<file path="src/pkg/hvm_pkg.sv">
/*
  Constants and carriers for the high-voltage monitor and status bank.
  Assumes a 40 MHz system clock; all users import the whole package.
*/
package hvm_pkg;

  // Clock and timing
  localparam int          CLK_HZ          = 40_000_000;
  localparam int          XFER_TIME_NS    = 10_000;  // Auto transfer, 10 us
  localparam int          XFER_CYCLES     =
    (XFER_TIME_NS * (CLK_HZ / 1_000_000)) / 1000;
  localparam int          CNT_W           = 10;

  // Monitor bit positions
  localparam int          MON_WAKE_PIN    = 7;
  localparam int          MON_OVERTEMP    = 6;
  localparam int          MON_AUX_PIN     = 5;
  localparam int          MON_BUF_EN      = 4;
  localparam int          MON_LVF         = 3;
  localparam int          MON_BUS_SHORT   = 2;
  localparam int          MON_AUX_SHORT   = 1;
  localparam int          MON_WAKE_SHORT  = 0;

  // Reset values
  localparam logic [7:0]  MON_RESET       = 8'h00;
  localparam logic [7:0]  STA_RESET       = 8'h00;
  localparam logic [7:0]  DATA_RESET      = 8'h00;

  // Indirect command codes
  localparam logic [1:0]  CMD_READ_MON    = 2'h1;
  localparam logic [1:0]  CMD_READ_STA    = 2'h2;

  // Command register status bits
  localparam int          CON_BUSY        = 0;
  localparam int          CON_FAIL        = 1;

  // Raw high-voltage conditions from the analog side
  typedef struct packed {
    logic wake_pin;
    logic over_temp;
    logic aux_hv_pin;
    logic buf_en;
    logic lv_ok;
    logic bus_short;
    logic aux_short;
    logic wake_short;
  } hvm_cond_t;

  // Configuration bits used by this bank
  typedef struct packed {
    logic pin_input_mode;   // config one bit 4
    logic short_clear;      // config one bit 3 write strobe
    logic lvf_enable;       // config zero bit 2
    logic lvf_enable_wr;    // config zero write strobe
  } hvm_cfg_t;

  typedef enum logic [1:0] {
    HVM_IDLE,
    HVM_XFER
  } hvm_state_t;

endpackage
</file>
<file path="src/core/hvm_regs.sv">
/*
  High-voltage live monitor and change-status registers, read indirectly
  through a command register and a data register.
  Assumes raw conditions arrive asynchronously from the analog side and
  that configuration strobes and commands come from clk-domain logic.
*/
// What this block does
// Bit 7 shows wake pin in input mode
// Bit 6 shows thermal shutdown occurred
// Bit 5 shows aux pin in input mode
// Bit 4 shows voltage buffer enabled
// Bit 3 low-voltage flag, enabled, clears below
// Flag set again only by re-enabling function
// Bit 2 bus short, cleared by config write
// Bit 1 aux short, cleared by config write
// Bit 0 wake driver short flag
// Status records monitor bit changes, resets zero
// Status reached only via command and data
// Interrupt copies status into data automatically
// Software reads status on interrupt or by read-status command
// Busy held 10 us during transfer
// Monitor read-only, resets zero, read via data
// Status bits latch until transferred out
// Interrupt raised when status set and enabled
`timescale 1ns/100ps
module hvm_regs
  import hvm_pkg::*;
#(
  parameter int XFER_CNT = XFER_CYCLES
) (
  input  wire logic       clk,
  input  wire logic       reset_n,
  input  wire hvm_cond_t  cond_raw,
  input  wire hvm_cfg_t   cfg,
  input  wire logic       irq_enable,
  input  wire logic       cmd_valid,
  input  wire logic [1:0] cmd_code,
  output logic      [7:0] hv_data_reg,
  output logic      [1:0] hv_command_reg,
  output logic            hv_interrupt_line,
  output logic      [7:0] hv_live_monitor,
  output logic      [7:0] hv_change_status
);

  hvm_cond_t             sync1, sync2;
  logic      [7:0]       mon, next_mon;
  logic      [7:0]       sta, next_sta;
  logic      [7:0]       data, next_data;
  logic                  low_voltage_flag, next_lvf;
  logic      [2:0]       shorts, next_shorts;
  logic                  hot, next_hot;
  hvm_state_t            state, next_state;
  logic      [CNT_W-1:0] cnt, next_cnt;
  logic                  sta_sel, next_sta_sel;
  logic                  fail, next_fail;
  logic      [7:0]       mon_view;

  // Two-stage synchroniser; only the second stage is read
  always_ff @(posedge clk) begin
    if (!reset_n) begin
      sync1 <= '0;
      sync2 <= '0;
    end else begin
      sync1 <= cond_raw;
      sync2 <= sync1;
    end
  end

  // Sticky flags, wake short excepted: set wins over clear in the same cycle
  always_comb begin
    next_hot    = hot | sync2.over_temp;
    next_shorts = shorts;
    if (cfg.short_clear) begin
      next_shorts[MON_BUS_SHORT] = 1'b0;
      next_shorts[MON_AUX_SHORT] = 1'b0;
    end
    next_shorts[MON_BUS_SHORT]  = next_shorts[MON_BUS_SHORT]
                                  | sync2.bus_short;
    next_shorts[MON_AUX_SHORT]  = next_shorts[MON_AUX_SHORT]
                                  | sync2.aux_short;
    next_shorts[MON_WAKE_SHORT] = sync2.wake_short;
    // Flag rearms on re-enable, drops on supply dip and stays down
    if (cfg.lvf_enable_wr && cfg.lvf_enable)
      next_lvf = 1'b1;
    else if (!cfg.lvf_enable || !sync2.lv_ok)
      next_lvf = 1'b0;
    else
      next_lvf = low_voltage_flag;
  end

  // Live monitor view; pin readback only in pin input mode
  always_comb begin
    mon_view = MON_RESET;
    mon_view[MON_WAKE_PIN]  = cfg.pin_input_mode & sync2.wake_pin;
    mon_view[MON_OVERTEMP]  = next_hot;
    mon_view[MON_AUX_PIN]   = cfg.pin_input_mode & sync2.aux_hv_pin;
    mon_view[MON_BUF_EN]    = sync2.buf_en;
    mon_view[MON_LVF]       = next_lvf;
    mon_view[2:0]           = next_shorts;
    next_mon = mon_view;
  end

  // Change capture and indirect transfer engine
  always_comb begin
    next_state   = state;
    next_cnt     = cnt;
    next_data    = data;
    next_sta_sel = sta_sel;
    next_fail    = fail;
    // Latch changes until handed to software
    next_sta     = sta | (mon ^ next_mon);
    unique case (state)
      HVM_IDLE: begin
        if (hv_interrupt_line) begin
          next_state   = HVM_XFER;
          next_sta_sel = 1'b1;
          next_cnt     = CNT_W'(XFER_CNT - 1);
          next_fail    = 1'b0;
        end else if (cmd_valid) begin
          // Only status and monitor are reachable, never a bus address
          next_state   = HVM_XFER;
          next_sta_sel = (cmd_code == CMD_READ_STA);
          next_fail    = (cmd_code != CMD_READ_STA)
                         && (cmd_code != CMD_READ_MON);
          next_cnt     = CNT_W'(XFER_CNT - 1);
        end
      end
      HVM_XFER: begin
        if (cnt == '0) begin
          next_state = HVM_IDLE;
          if (!fail) begin
            next_data = sta_sel ? sta : mon;
            // Sampled bits are gone; fresh changes still latch
            if (sta_sel)
              next_sta = mon ^ next_mon;
          end
        end else begin
          next_cnt = cnt - 1'b1;
        end
      end
    endcase
  end

  // Register stage
  always_ff @(posedge clk) begin
    if (!reset_n) begin
      mon     <= MON_RESET;
      sta     <= STA_RESET;
      data    <= DATA_RESET;
      low_voltage_flag     <= 1'b0;
      shorts  <= '0;
      hot     <= 1'b0;
      state   <= HVM_IDLE;
      cnt     <= '0;
      sta_sel <= 1'b0;
      fail    <= 1'b0;
    end else begin
      mon     <= next_mon;
      sta     <= next_sta;
      data    <= next_data;
      low_voltage_flag     <= next_lvf;
      shorts  <= next_shorts;
      hot     <= next_hot;
      state   <= next_state;
      cnt     <= next_cnt;
      sta_sel <= next_sta_sel;
      fail    <= next_fail;
    end
  end

  // Busy shows for the whole transfer so software can poll it
  assign hv_command_reg[CON_BUSY] = (state == HVM_XFER);
  assign hv_command_reg[CON_FAIL] = fail;
  assign hv_data_reg              = data;
  assign hv_live_monitor          = mon;
  assign hv_change_status         = sta;
  // Held off while busy so one event gives one transfer
  assign hv_interrupt_line = irq_enable && (sta != '0)
                             && (state == HVM_IDLE);

  // Assertions
  a_busy_len: assert property (@(posedge clk) disable iff (!reset_n)
    (state == HVM_IDLE && next_state == HVM_XFER) |=>
      (hv_command_reg[CON_BUSY] [*8]))
    else $error("busy dropped too early");
  a_irq_cause: assert property (@(posedge clk) disable iff (!reset_n)
    hv_interrupt_line |-> (irq_enable && sta != 8'h00))
    else $error("interrupt without status");
  a_irq_xfer: assert property (@(posedge clk) disable iff (!reset_n)
    hv_interrupt_line |=> sta_sel && hv_command_reg[CON_BUSY])
    else $error("interrupt did not start transfer");
  a_change_rec: assert property (@(posedge clk) disable iff (!reset_n)
    (mon != $past(mon)) |-> ((sta & (mon ^ $past(mon))) ==
                             (mon ^ $past(mon))))
    else $error("change not recorded");
  a_pin_mask: assert property (@(posedge clk) disable iff (!reset_n)
    !$past(cfg.pin_input_mode) |-> !mon[MON_WAKE_PIN]
      && !mon[MON_AUX_PIN])
    else $error("pin readback outside input mode");
  a_hot_sticky: assert property (@(posedge clk) disable iff (!reset_n)
    mon[MON_OVERTEMP] |=> mon[MON_OVERTEMP])
    else $error("overtemperature bit fell");
  a_short_hold: assert property (@(posedge clk) disable iff (!reset_n)
    (mon[MON_BUS_SHORT] && !cfg.short_clear) |=> mon[MON_BUS_SHORT])
    else $error("bus short cleared without config write");
  a_aux_short: assert property (@(posedge clk) disable iff (!reset_n)
    (mon[MON_AUX_SHORT] && !cfg.short_clear) |=> mon[MON_AUX_SHORT])
    else $error("aux short cleared without config write");
  a_lvf_rearm: assert property (@(posedge clk) disable iff (!reset_n)
    (!low_voltage_flag && next_lvf) |-> cfg.lvf_enable_wr)
    else $error("flag set without re-enable");
  a_data_load: assert property (@(posedge clk) disable iff (!reset_n)
    $fell(hv_command_reg[CON_BUSY]) && !$past(fail) && $past(sta_sel)
      |-> hv_data_reg == $past(sta))
    else $error("status not copied to data");

  c_irq_xfer: cover property (@(posedge clk) disable iff (!reset_n)
    hv_interrupt_line ##1 hv_command_reg[CON_BUSY]);
  c_mon_read: cover property (@(posedge clk) disable iff (!reset_n)
    cmd_valid && cmd_code == CMD_READ_MON && state == HVM_IDLE);
  c_short_clr: cover property (@(posedge clk) disable iff (!reset_n)
    mon[MON_BUS_SHORT] && cfg.short_clear);

endmodule

</file>
<file path="config.mk">
export PLATFORM = sky130hd
export DESIGN_NAME = hvm_regs
export DESIGN_NICKNAME = d
export VERILOG_FILES = /design/src/pkg/hvm_pkg.sv /design/src/core/hvm_regs.sv
export SDC_FILE = /design/constraint.sdc
export NUM_CORES = 1
export LEC_CHECK = 0
export BUFFER_PORTS_ARGS = -buffer_cell sky130_fd_sc_hd__buf_2
export CAP_MARGIN = 30
export CORE_ASPECT_RATIO = 1.75
export CORE_MARGIN = 4
export CORE_UTILIZATION = 50
export DETAILED_ROUTE_END_ITERATION = 8
export HOLD_SLACK_MARGIN = 0.03
export PLACE_DENSITY_LB_ADDON = 0.2
export SETUP_SLACK_MARGIN = 0.3
export SLEW_MARGIN = 20
export SYNTH_ARGS = -nofsm -noshare
export SYNTH_HDL_FRONTEND = slang
export SYNTH_SLANG_ARGS = --single-unit
</file>
<file path="constraint.sdc">
create_clock -name clk -period 3.5 [get_ports clk]
set_input_delay 0 -clock clk [delete_from_list [all_inputs] [get_ports clk]]
set_output_delay 0 -clock clk [all_outputs]
set_load 0.02 [all_outputs]
</file>
==> results by group, run 1 <==
Layout
  – Nets: 288
  – Layout area overhead: 21.3%
  – Biggest register: cnt
  – Final Non-Filler Cells: 316
  – Share of cells above drive strength 1: 22.0%
  – Final Util: 63.9%
  – Max FFs per register: 10
  – Antenna cell count: 0

Place
  – Port Buf Inserts: 44
  – Cells after DPL: 296
  – Dpl ws: 1.29 ns
  – HPWL after DPL: 3.15 mm
  – Final RePlAce weighted congestion: 0.833

Synthesis
  – Register area share after synthesis: 51.1%
  – Synth unique cells: 37
  – Ys async rst share: 0%
  – Synthesized cell area: 2080 sq um
  – Syn Inst Count: between 200 and 250
  – Synthesis warning total: 0
  – Ranking of synthesized cells by area: dfxtp_1 (51%), nor2_1 (6.1%), and2_1 (5.4%)
  – Top cell type's share of synthesized area: a little over 50%
  – Main synth FF type: dfxtp_1
  – Post-synth EDFFs: 0
  – Syn_area_per_cell: 9.66 sq um
  – #FFs+latches synth: 53
  – Syn_nets: approximately 240
  – Cell taking the most area after synthesis: dfxtp_1

Global routing
  – Pin count of the biggest net entering global routing: 32
  – Tot GR Track Use: 17.3%
  – Initial antenna violation count: 0
  – Vias in the first global route: 1604
  – Total congestion overflow: 0
  – First-pass GRT wire length: 7.04 mm

Clock tree
  – TritonCTS clock tree: yes
  – Num Clock Sinks: 53
  – Setup Fix Bufs, Post-CTS: 0
  – CTS root buffer: clkbuf_8
  – Clock slew at reported path FFs: 0.09 ns
  – H-tree levels: 2
  – CTS Buf Count: 5
  – Clk buf depth: 2
  – Clk_lat worst skew: 0.30 ns

Power
  – Max IR drop VDD: 0.443 mV
  – Leak: 0.00108 uW
  – Pwr Total: between 1000 and 1500 uW
  – Pwr/cell area: 486 nW/um^2

Critical path
  – FF-to-FF setup slack: around 1.3 ns
  – CP Data Required Time: 3.69 ns
  – Worst r2r path cells: 8
  – CP max stage delay: 0.52 ns
  – Crit. End Element: register
  – Setup CP Type: register to register
  – Crit. Startpoint: cnt[0]$_SDFFE_PN0P_
  – Worst EP arrival: between 2 and 2.5 ns
  – Critical Path Fanout Max: 17
  – Worst path slowest cell: or4b_1
  – Crit start category: register
  – Worst setup path endpoint: hv_change_status[3]$_SDFF_PN0_
  – Reg-to-reg endpoint: hv_change_status[3]$_SDFF_PN0_
  – CP Cell Sequence: inv_1 -> ha_1 -> or4b_1 -> nor4_4 -> buf_4 -> nand2_4 -> a221oi_2 -> nor2_1
  – FF-to-FF Start: cnt[0]$_SDFFE_PN0P_

Floorplanning
  – Chip Height: ~93 microns
  – Starting Density: around 53%
  – Die X: 56.7 microns
  – CORE AREA: 3940 sq um
  – Die ar.: around 5300 sq um
  – Row count: 30
  – Ports: 45

Detailed routing
  – Drt first pass iters: 4
  – Residual DRC: 0
  – ANT nets after route: 0
  – Routed WL per cell: 13.6 microns
  – Drt via density: between 5 and 6
  – Total number of vias: 1620
  – Starting DRT DRC Count: 19
  – Total Wirelength: 4.30 mm

Timing
  – Final hold vios: 0
  – Slew headroom: between 60% and 70%
  – Final Skew: 0.00532 ns
  – Max Clk Rate: about 460 MHz
  – PnR worst setup slack: 1.32 ns
  – Max Slew Vio Count: 0
  – Tcrit/Tclk final: 62.4%
  – Finish-stage setup viols: 0
  – Min Tclk post-route: between 2 and 2.5 ns
  – Worst-Margin Slew: 0.550 ns
  – RSZ-0062 raised after global routing: no
  – Fin Setup TNS: 0 ns

Status
  – Status: finished clean

Run
  – # Max-Cap Violations: 0

Worst hold path
  – Worst hold path class: input port to register
## layer usage
layer / share of wire [%] / wire length [microns] / up-vias / GRT usage (%)
li1: - / - / 833 / -
met1: 38 / 1630 / 746 / 17.1
met2: 55 / 2380 / 31 / 32.1
met3: 3.8 / 165 / 10 / 4.28
met4: 2.8 / 119 / 0 / 8.91
met5: 0 / 0 / - / 0
## cell families (layout without fill, tap and decap cells)
kind of cell               count (synthesis)  count (layout)  synth area share, %
and+or+nand+nor                           85              85                 21.7
DFF                                       53              53                 51.1
AOI/OAI and AO/OA                         37              37                 12.2
buffers and inverters                     17              70                 4.10
muxes                                     11              11                 5.30
xor gates and xnor gates                   9               9                 3.79
adders and majority gates                  3               3                 1.81
## worst min path at each step
stage / from / to / slack, ns / cells after the start
floorplan: cfg[0] / hv_live_monitor[3]$_SDFF_PN0_ / 0.12 / 2
global placement: cond_raw[4] / sync1[4]$_SDFF_PN0_ / 0.20 / 2
detailed placement: cond_raw[4] / sync1[4]$_SDFF_PN0_ / 0.21 / 2
CTS: cfg[2] / hv_live_monitor[2]$_SDFF_PN0_ / 0.04 / 4
global route: cfg[2] / hv_live_monitor[2]$_SDFF_PN0_ / 0.08 / 4
finish: cfg[2] / hv_live_monitor[2]$_SDFF_PN0_ / 0.05 / 4
## cells in the mapped netlist, types with 3 or more instances
library cell   n
buf_4          3
mux2i_1       11
dfxtp_1       53
a211oi_1       8
xor2_1         5
nor2b_1        3
clkbuf_1       6
nor2_1        34
ha_1           3
nand2b_1       3
and2_1        18
inv_1          5
nand2_1        8
nand3_1        4
nor4_1         4
a21oi_1       16
xnor2_1        4
## critical path: cells and delay by family, from the launching register on
family                   cells  cell delay (ns)
AND/OR/NAND/NOR              4             0.90
adder cells (fa/ha/maj)      1             0.18
flip-flops                   1             0.33
buffers and inverters        2             0.35
AO/OA/AOI/OAI                1             0.29
## metrics by stage
stage	hold WS, ns	cell area [sq um]
CTS	0.0394	2490
global route	0.0766	2520
finish	0.0452	2520
detailed placement	0.210	2300
floorplan	0.117	2080
global placement	0.200	2300
## timing repair
action,in CTS,in global routing
hold buffers,11,0
gates resized for setup,0,0
hold endpoints to repair,11,0
## where the power goes
| part | switching, uW | total [uW] | internal [uW] |
|---|---|---|---|
| clock network | 189 | 328 | 139 |
| logic | 119 | 212 | 93.5 |
| registers | 40.2 | 683 | 642 |
| total | 348 | 1220 | 875 |
## cells in the final DEF, fill, tap and decap left out, types with 2 or more instances in the layout
master         count
dfxtp_1           53
buf_2             44
nor2_1            34
and2_1            18
a21oi_1           16
mux2i_1           11
dlygate4sd3_1     11
nand2_1            8
a211oi_1           8
inv_1              5
xor2_1             5
clkbuf_8           5
nor4_1             4
xnor2_1            4
nand3_1            4
nand2b_1           3
nor2b_1            3
ha_1               3
a211oi_2           2
o31ai_1            2
or3_1              2
nor3_1             2
a21boi_0           2
o21ai_0            2
clkinv_2           2
## cell type report
type	instances	area [sq um]
clock buffers	6	72.6
clock inverters	2	10.0
fillers	343	1420
inverters	5	18.8
multi-input cells	145	931
flip-flops and latches	53	1060
well taps	48	60.1
repair buffers	57	365
(Power assumes the default switching activity.)
==> run 2, diff against run 1 <==
CORE_UTILIZATION = 48   (was 50)
clock period = 1.97 ns   (was 3.5 ns; I/O delays follow)
==> run 2 against run 1 <==
Clock skew grew 0.0016 ns. Register-to-register slack worse by 1.3 ns. Wire length rose by 18%. First-iteration DRC count grew to 2.8 times the previous value. Critical path type unchanged. Highest routed layer unchanged.
==> results by group, run 2 (synthesis results as in run 1) <==
Clock tree
  – CTS root buffer: clkbuf_8 (unchanged)
  – Clk buf depth: 2 (unchanged)
  – CTS Buf Count: 5 (unchanged)
  – TritonCTS clock tree: yes (unchanged)
  – Clk_lat worst skew: 0.31 ns (was 0.30 ns)
  – Num Clock Sinks: 53 (unchanged)
  – H-tree levels: 2 (unchanged)
  – Clock slew at reported path FFs: 0.09 ns (about the same)

Timing
  – Min Tclk post-route: 1.96 ns (was 2.18 ns)
  – Final hold vios: 0 (unchanged)
  – Worst-Margin Slew: 0.812 ns (was 0.550 ns)
  – RSZ-0062 raised after global routing: yes (was no)
  – Final Skew: 0.00696 ns (was 0.00532 ns)
  – Max Slew Vio Count: 0 (unchanged)
  – Tcrit/Tclk final: 99.7% (was 62.4%)
  – Finish-stage setup viols: 0 (unchanged)
  – Max Clk Rate: 509 MHz (was 458 MHz)
  – PnR worst setup slack: 0.00505 ns (was 1.32 ns)
  – Slew headroom: 45.8% (was 62.4%)

Layout
  – Layout area overhead: 43.3% (was 21.3%)
  – Biggest register: cnt (unchanged)
  – Nets: 314 (was 288)
  – Share of cells above drive strength 1: 40.5% (was 22.0%)
  – Antenna cell count: 0 (unchanged)
  – Final Non-Filler Cells: 343 (was 316)
  – FF/Latch Area: 1060 sq um (about the same)
  – Most frequent cells in the layout: dfxtp_1 (50), buf_2 (44), nor2_1 (25) (was dfxtp_1 (53), buf_2 (44), nor2_1 (34))
  – Area of the multi-input gates: 1120 sq um (was 931 sq um)
  – Max FFs per register: 10 (unchanged)
  – # fillers: 311 (was 343)
  – Most common cell after layout, fill and taps aside: dfxtp_1 (unchanged)
  – Post-route cell area: 2980 sq um (was 2520 sq um)

Detailed routing
  – ANT nets after route: 0 (unchanged)
  – Drt first pass iters: 4 (unchanged)
  – Drt via density: 5.25 (was 5.13)
  – Starting DRT DRC Count: 53 (was 19)
  – Routed WL per cell: 14.8 microns (was 13.6 microns)
  – Total number of vias: 1802 (was 1620)
  – Total Wirelength: 5.06 mm (was 4.30 mm)
  – Residual DRC: 0 (unchanged)

Critical path
  – Worst path slowest cell: or4b_4 (was or4b_1)
  – Setup CP Type: register to register (unchanged)
  – Crit start category: register (unchanged)
  – Buf/Inv on CP: 2 (unchanged)
  – CP Data Required Time: 2.16 ns (was 3.69 ns)
  – CP max stage delay: 0.51 ns (was 0.52 ns)
  – Crit. End Element: register (unchanged)
  – Cell count along the critical path: 6 (was 8)
  – Critical Path Fanout Max: 4 (was 17)
  – Worst r2r path cells: 6 (was 8)
  – Worst EP arrival: 2.16 ns (was 2.37 ns)
  – Critical path's top delay family: compound AO/OA/AOI/OAI gates (was simple AND/OR/NAND/NOR gates)
  – CP Cell Sequence: inv_2 -> ha_4 -> or4b_4 -> o31a_1 -> buf_4 -> a221oi_1 (was inv_1 -> ha_1 -> or4b_1 -> nor4_4 -> buf_4 -> nand2_4 -> a221oi_2 -> nor2_1)

Floorplanning
  – Ports: 45 (unchanged)
  – Chip Height: 95.0 microns (was 93.3 microns)
  – Die X: 57.7 microns (was 56.7 microns)
  – Row count: 31 (was 30)
  – Die ar.: 5490 sq um (was 5290 sq um)
  – CORE AREA: 4150 sq um (was 3940 sq um)
  – Starting Density: 50.0% (was 52.7%)

Status
  – Status: finished clean (unchanged)

Place
  – DP Area: 2440 sq um (was 2300 sq um)
  – Final RePlAce weighted congestion: 0.818 (was 0.833)
  – Port Buf Inserts: 44 (unchanged)
  – Dpl ws: -0.0538 ns (was 1.29 ns)
  – HPWL after DPL: 3.14 mm (was 3.15 mm)
  – Cells after DPL: 308 (was 296)

Global routing
  – First-pass GRT wire length: 8.15 mm (was 7.04 mm)
  – Initial antenna violation count: 0 (unchanged)
  – Tot GR Track Use: 19.3% (was 17.3%)
  – Pin count of the biggest net entering global routing: 23 (was 32)
  – Vias in the first global route: 1707 (was 1604)
  – Total congestion overflow: 0 (unchanged)

Power
  – Leak: 0.00126 uW (was 0.00108 uW)
  – Pwr/cell area: 840 nW/um^2 (was 486 nW/um^2)
  – Max IR drop VDD: 0.605 mV (was 0.443 mV)

Run
  – # Max-Cap Violations: 0 (unchanged)

Worst hold path
  – Worst hold path class: input port to register (unchanged)
  – Hold Crit Depth: 4 (unchanged)
## run 2: per-stage QoR
stage / hold slack, ns / TNS [ns] / utilization [%] / total power, uW
after detailed placement: 0.204 / -0.118 / 58.7 / 1660
after global placement: 0.201 / 0 / 58.7 / 1640
after CTS: 0.0571 / 0 / 69.4 / 2480
after floorplan: 0.117 / -0.0166 / - / 1520
final: 0.0629 / 0 / 71.7 / 2500
after global routing: 0.0825 / -0.0673 / 71.7 / 2610
## run 2: final timing paths
path                                     startpoint                     end  slack [ns]
worst min register to register  sync1[4]$_SDFF_PN0_  mon_view[4]$_SDFF_PN0_        0.44
worst max-delay path            cnt[0]$_SDFFE_PN0P_     cnt[1]$_SDFFE_PN0P_       0.005
worst max register to register  cnt[0]$_SDFFE_PN0P_     cnt[1]$_SDFFE_PN0P_       0.005
worst min-delay path                    cmd_code[1]    sta_sel$_SDFFE_PN0P_        0.06
## run 2: final cells by class
type / count / share of cell area [%]
inverter: 5 / 0.631
clock buffer: 6 / 2.44
sequential: 53 / 35.8
tap: 49 / 2.06
timing repair buffer: 83 / 20.3
clock inverter: 2 / 1.30
multi-input combinational: 145 / 37.5
## run 2: per-layer routing
| layer | part of all wire (%) | global-route usage [%] |
|---|---|---|
| met5 | 0 | 0 |
| met4 | 2.8 | 9.67 |
| met3 | 4.6 | 3.93 |
| met2 | 54 | 32.7 |
| met1 | 39 | 22.8 |
## run 2: repair_timing
| item | CTS | global route |
|---|---|---|
| gates cloned | 1 | 0 |
| gates resized for setup | 34 | 11 |
| hold endpoints to repair | 13 | 0 |
| setup endpoints to repair | 28 | 28 |
| hold buffers | 12 | 0 |
| pin swaps | 22 | 5 |
| buffers inserted | 10 | 4 |
## run 2: worst register-to-register path: cells and delay by family (launching register included)
family                     cells  cell delay, ns
AOI/OAI and AO/OA              2            0.64
and+or+nand+nor                1            0.51
DFF                            1            0.33
buffers and inverters          2            0.24
adders and majority gates      1            0.13
## run 2: where the power goes
part / switching [uW] / internal [uW]
clock: 349 / 382
combinational: 286 / 270
sequential: 70.0 / 1140
total: 706 / 1790
==> run 3, diff against run 2 <==
CORE_ASPECT_RATIO = unset   (was 1.75)
==> run 3 against run 2 <==
Core utilization is 1.1 points higher. Clock skew up 0.0064 ns. Fmax increased by 3.4%. Count of clock-buffer cells in the layout stayed put. Register-to-register slack gained 0.06 ns. Highest routed layer unchanged. Cell count is 1.7% higher. Wire length down 4.7%. Hold slack gained 0.020 ns. Critical path type unchanged. Total power is 0.32% lower. Sequential cell count unchanged.
==> results by group, run 3 (synthesis results as in run 1) <==
Global routing
  – Total congestion overflow: 0 (unchanged)
  – Tot GR Track Use: 18.7% (was 19.3%)
  – First-pass GRT wire length: 7.80 mm (was 8.15 mm)
  – Pin count of the biggest net entering global routing: 22 (was 23)
  – Vias in the first global route: 1620 (was 1707)
  – Initial antenna violation count: 0 (unchanged)

Worst hold path
  – Worst hold path class: input port to register (unchanged)

Layout
  – Max FFs per register: 10 (unchanged)
  – Share of cells above drive strength 1: 40.5% (about the same)
  – Antenna cell count: 0 (unchanged)
  – Most common cell after layout, fill and taps aside: dfxtp_1 (unchanged)
  – Final Non-Filler Cells: 349 (was 343)
  – Layout area overhead: 43.1% (was 43.3%)
  – # fillers: 292 (was 311)
  – Biggest register: cnt (unchanged)
  – Most frequent cells in the layout: dfxtp_1 (50), buf_2 (44), nor2_1 (28) (was dfxtp_1 (50), buf_2 (44), nor2_1 (25))
  – Nets: 319 (was 314)

Clock tree
  – Clock slew at reported path FFs: 0.10 ns (was 0.09 ns)
  – TritonCTS clock tree: yes (unchanged)
  – H-tree levels: 2 (unchanged)
  – Clk_lat worst skew: 0.31 ns (about the same)
  – Num Clock Sinks: 53 (unchanged)
  – CTS root buffer: clkbuf_8 (unchanged)
  – Clk buf depth: 2 (unchanged)
  – CTS Buf Count: 5 (unchanged)

Power
  – Pint: 1800 uW (was 1790 uW)
  – NetSw: 696 uW (was 706 uW)
  – Switch share: 27.9% (was 28.2%)
  – Leak: 0.00127 uW (was 0.00126 uW)
  – Comb pwr share: 21.8% (was 22.2%)
  – Clock share of power: 29.3% (was 29.2%)
  – Max IR drop VDD: 0.532 mV (was 0.605 mV)
  – Sequential power share: 48.9% (was 48.5%)
  – Pwr Total: 2490 uW (was 2500 uW)
  – Pwr/cell area: 838 nW/um^2 (was 840 nW/um^2)

Critical path
  – CP Cell Sequence: or4_4 -> buf_6 -> o31a_1 -> nor3_4 -> o21ai_1 -> a21oi_1 (was inv_2 -> ha_4 -> or4b_4 -> o31a_1 -> buf_4 -> a221oi_1)
  – Setup CP Type: register to register (unchanged)
  – CP Data Required Time: 2.22 ns (was 2.16 ns)
  – Crit start category: register (unchanged)
  – Critical Path Fanout Max: 5 (was 4)
  – Worst EP arrival: 2.15 ns (was 2.16 ns)
  – Crit. End Element: register (unchanged)
  – Worst path slowest cell: or4_4 (was or4b_4)
  – CP max stage delay: 0.55 ns (was 0.51 ns)

Timing
  – Max Clk Rate: 526 MHz (was 509 MHz)
  – Final Skew: 0.0133 ns (was 0.00696 ns)
  – Final hold vios: 0 (unchanged)
  – Tcrit/Tclk final: 96.5% (was 99.7%)
  – RSZ-0062 raised after global routing: yes (unchanged)
  – Finish-stage setup viols: 0 (unchanged)
  – Hold WS: 0.0826 ns (was 0.0629 ns)
  – Fin Setup TNS: 0 ns (unchanged)
  – Slew headroom: 53.4% (was 45.8%)
  – Worst-Margin Slew: 0.697 ns (was 0.812 ns)
  – Min Tclk post-route: 1.90 ns (was 1.96 ns)
  – Max Slew Vio Count: 0 (unchanged)

Detailed routing
  – Drt first pass iters: 4 (unchanged)
  – Drt via density: 5.06 (was 5.25)
  – Routed WL per cell: 13.8 microns (was 14.8 microns)
  – ANT nets after route: 0 (unchanged)
  – Total number of vias: 1765 (was 1802)
  – Starting DRT DRC Count: 128 (was 53)
  – Residual DRC: 0 (unchanged)
  – Total Wirelength: 4.82 mm (was 5.06 mm)

Run
  – # Max-Cap Violations: 0 (unchanged)

Place
  – Port Buf Inserts: 44 (unchanged)
  – Final RePlAce weighted congestion: 0.823 (was 0.818)
  – HPWL after DPL: 2.97 mm (was 3.14 mm)
  – Cells after DPL: 310 (was 308)

Floorplanning
  – Chip Height: 73.8 microns (was 95.0 microns)
  – Die X: 73.8 microns (was 57.7 microns)
  – Ports: 45 (unchanged)
  – Starting Density: 50.8% (was 50.0%)
  – Die ar.: 5440 sq um (was 5490 sq um)
  – Row count: 23 (was 31)
  – CORE AREA: 4090 sq um (was 4150 sq um)

Status
  – Status: finished clean (unchanged)
[run 3: cell types whose count changed in the layout (fill, tap and decap cells not counted), sizes merged]
| cell | before | now |
|---|---|---|
| buf | 71 | 76 |
[run 3: area by class of cell]
| type | count | area [sq um] | share of cell area [%] |
|---|---|---|---|
| Clock buffer | 6 | 72.6 | 2.44 |
| Tap cell | 50 | 62.6 | 2.10 |
| Multi-Input combinational cell | 145 | 1070 | 35.9 |
| Clock inverter | 2 | 38.8 | 1.30 |
| Timing Repair Buffer | 88 | 644 | 21.7 |
| Sequential cell | 53 | 1060 | 35.8 |
| Inverter | 5 | 21.3 | 0.715 |
[run 3: timing repair]
action                     4_1_cts  5_1_grt
resized for setup               27       14
cloned                           1        0
buffers inserted                11        7
setup endpoints to repair       27       29
hold buffers                    12        0
hold endpoints to repair        13        0
pin swaps                       18        4
[run 3: power groups by stage]
stage | clock network, uW | registers, uW | logic [uW]
6_report | 731 | 1220 | 543
5_1_grt | 787 | 1230 | 593
4_1_cts | 751 | 1210 | 509
3_5_place_dp | 0 | 1230 | 422
3_3_place_gp | 0 | 1230 | 417
2_1_floorplan | 0 | 1240 | 276
[run 3: critical path: cells and delay by family, from the launching register on]
family / cells / cell delay (ns)
AOI/OAI and AO/OA: 3 / 0.59
buffers and inverters: 1 / 0.14
DFF: 1 / 0.33
and+or+nand+nor: 2 / 0.78
[run 3: per-stage QoR]
step | worst slack [ns] | instance area (sq um) | utilization (%)
after floorplan | -0.0166 | 2140 | -
after global placement | 0.0555 | 2440 | 59.8
after detailed placement | 0.0298 | 2440 | 59.8
after CTS | 0.0974 | 2870 | 70.1
after global routing | -0.00785 | 2970 | 72.7
final | 0.0696 | 2970 | 72.7
[run 3: worst paths after layout]
check,startpoint,to,slack (ns),depth (start not counted)
worst max-delay path,cnt[2]$_SDFFE_PN0P_,cnt[6]$_SDFFE_PN0P_,0.07,6
worst min-delay path,cfg[0],hv_change_status[3]$_SDFF_PN0_,0.08,5
worst max register to register,cnt[2]$_SDFFE_PN0P_,cnt[6]$_SDFFE_PN0P_,0.07,6
worst min register to register,sync1[1]$_SDFF_PN0_,sync2[1]$_SDFF_PN0_,0.44,1
[run 3: metal layers]
metal | GRT usage (%) | vias to the layer above | part of all wire [%]
li1 | - | 902 | -
met5 | 0 | - | 0
met4 | 6.64 | 0 | 2.1
met3 | 4.92 | 9 | 6.6
met1 | 26.8 | 801 | 48
met2 | 27.0 | 53 | 44
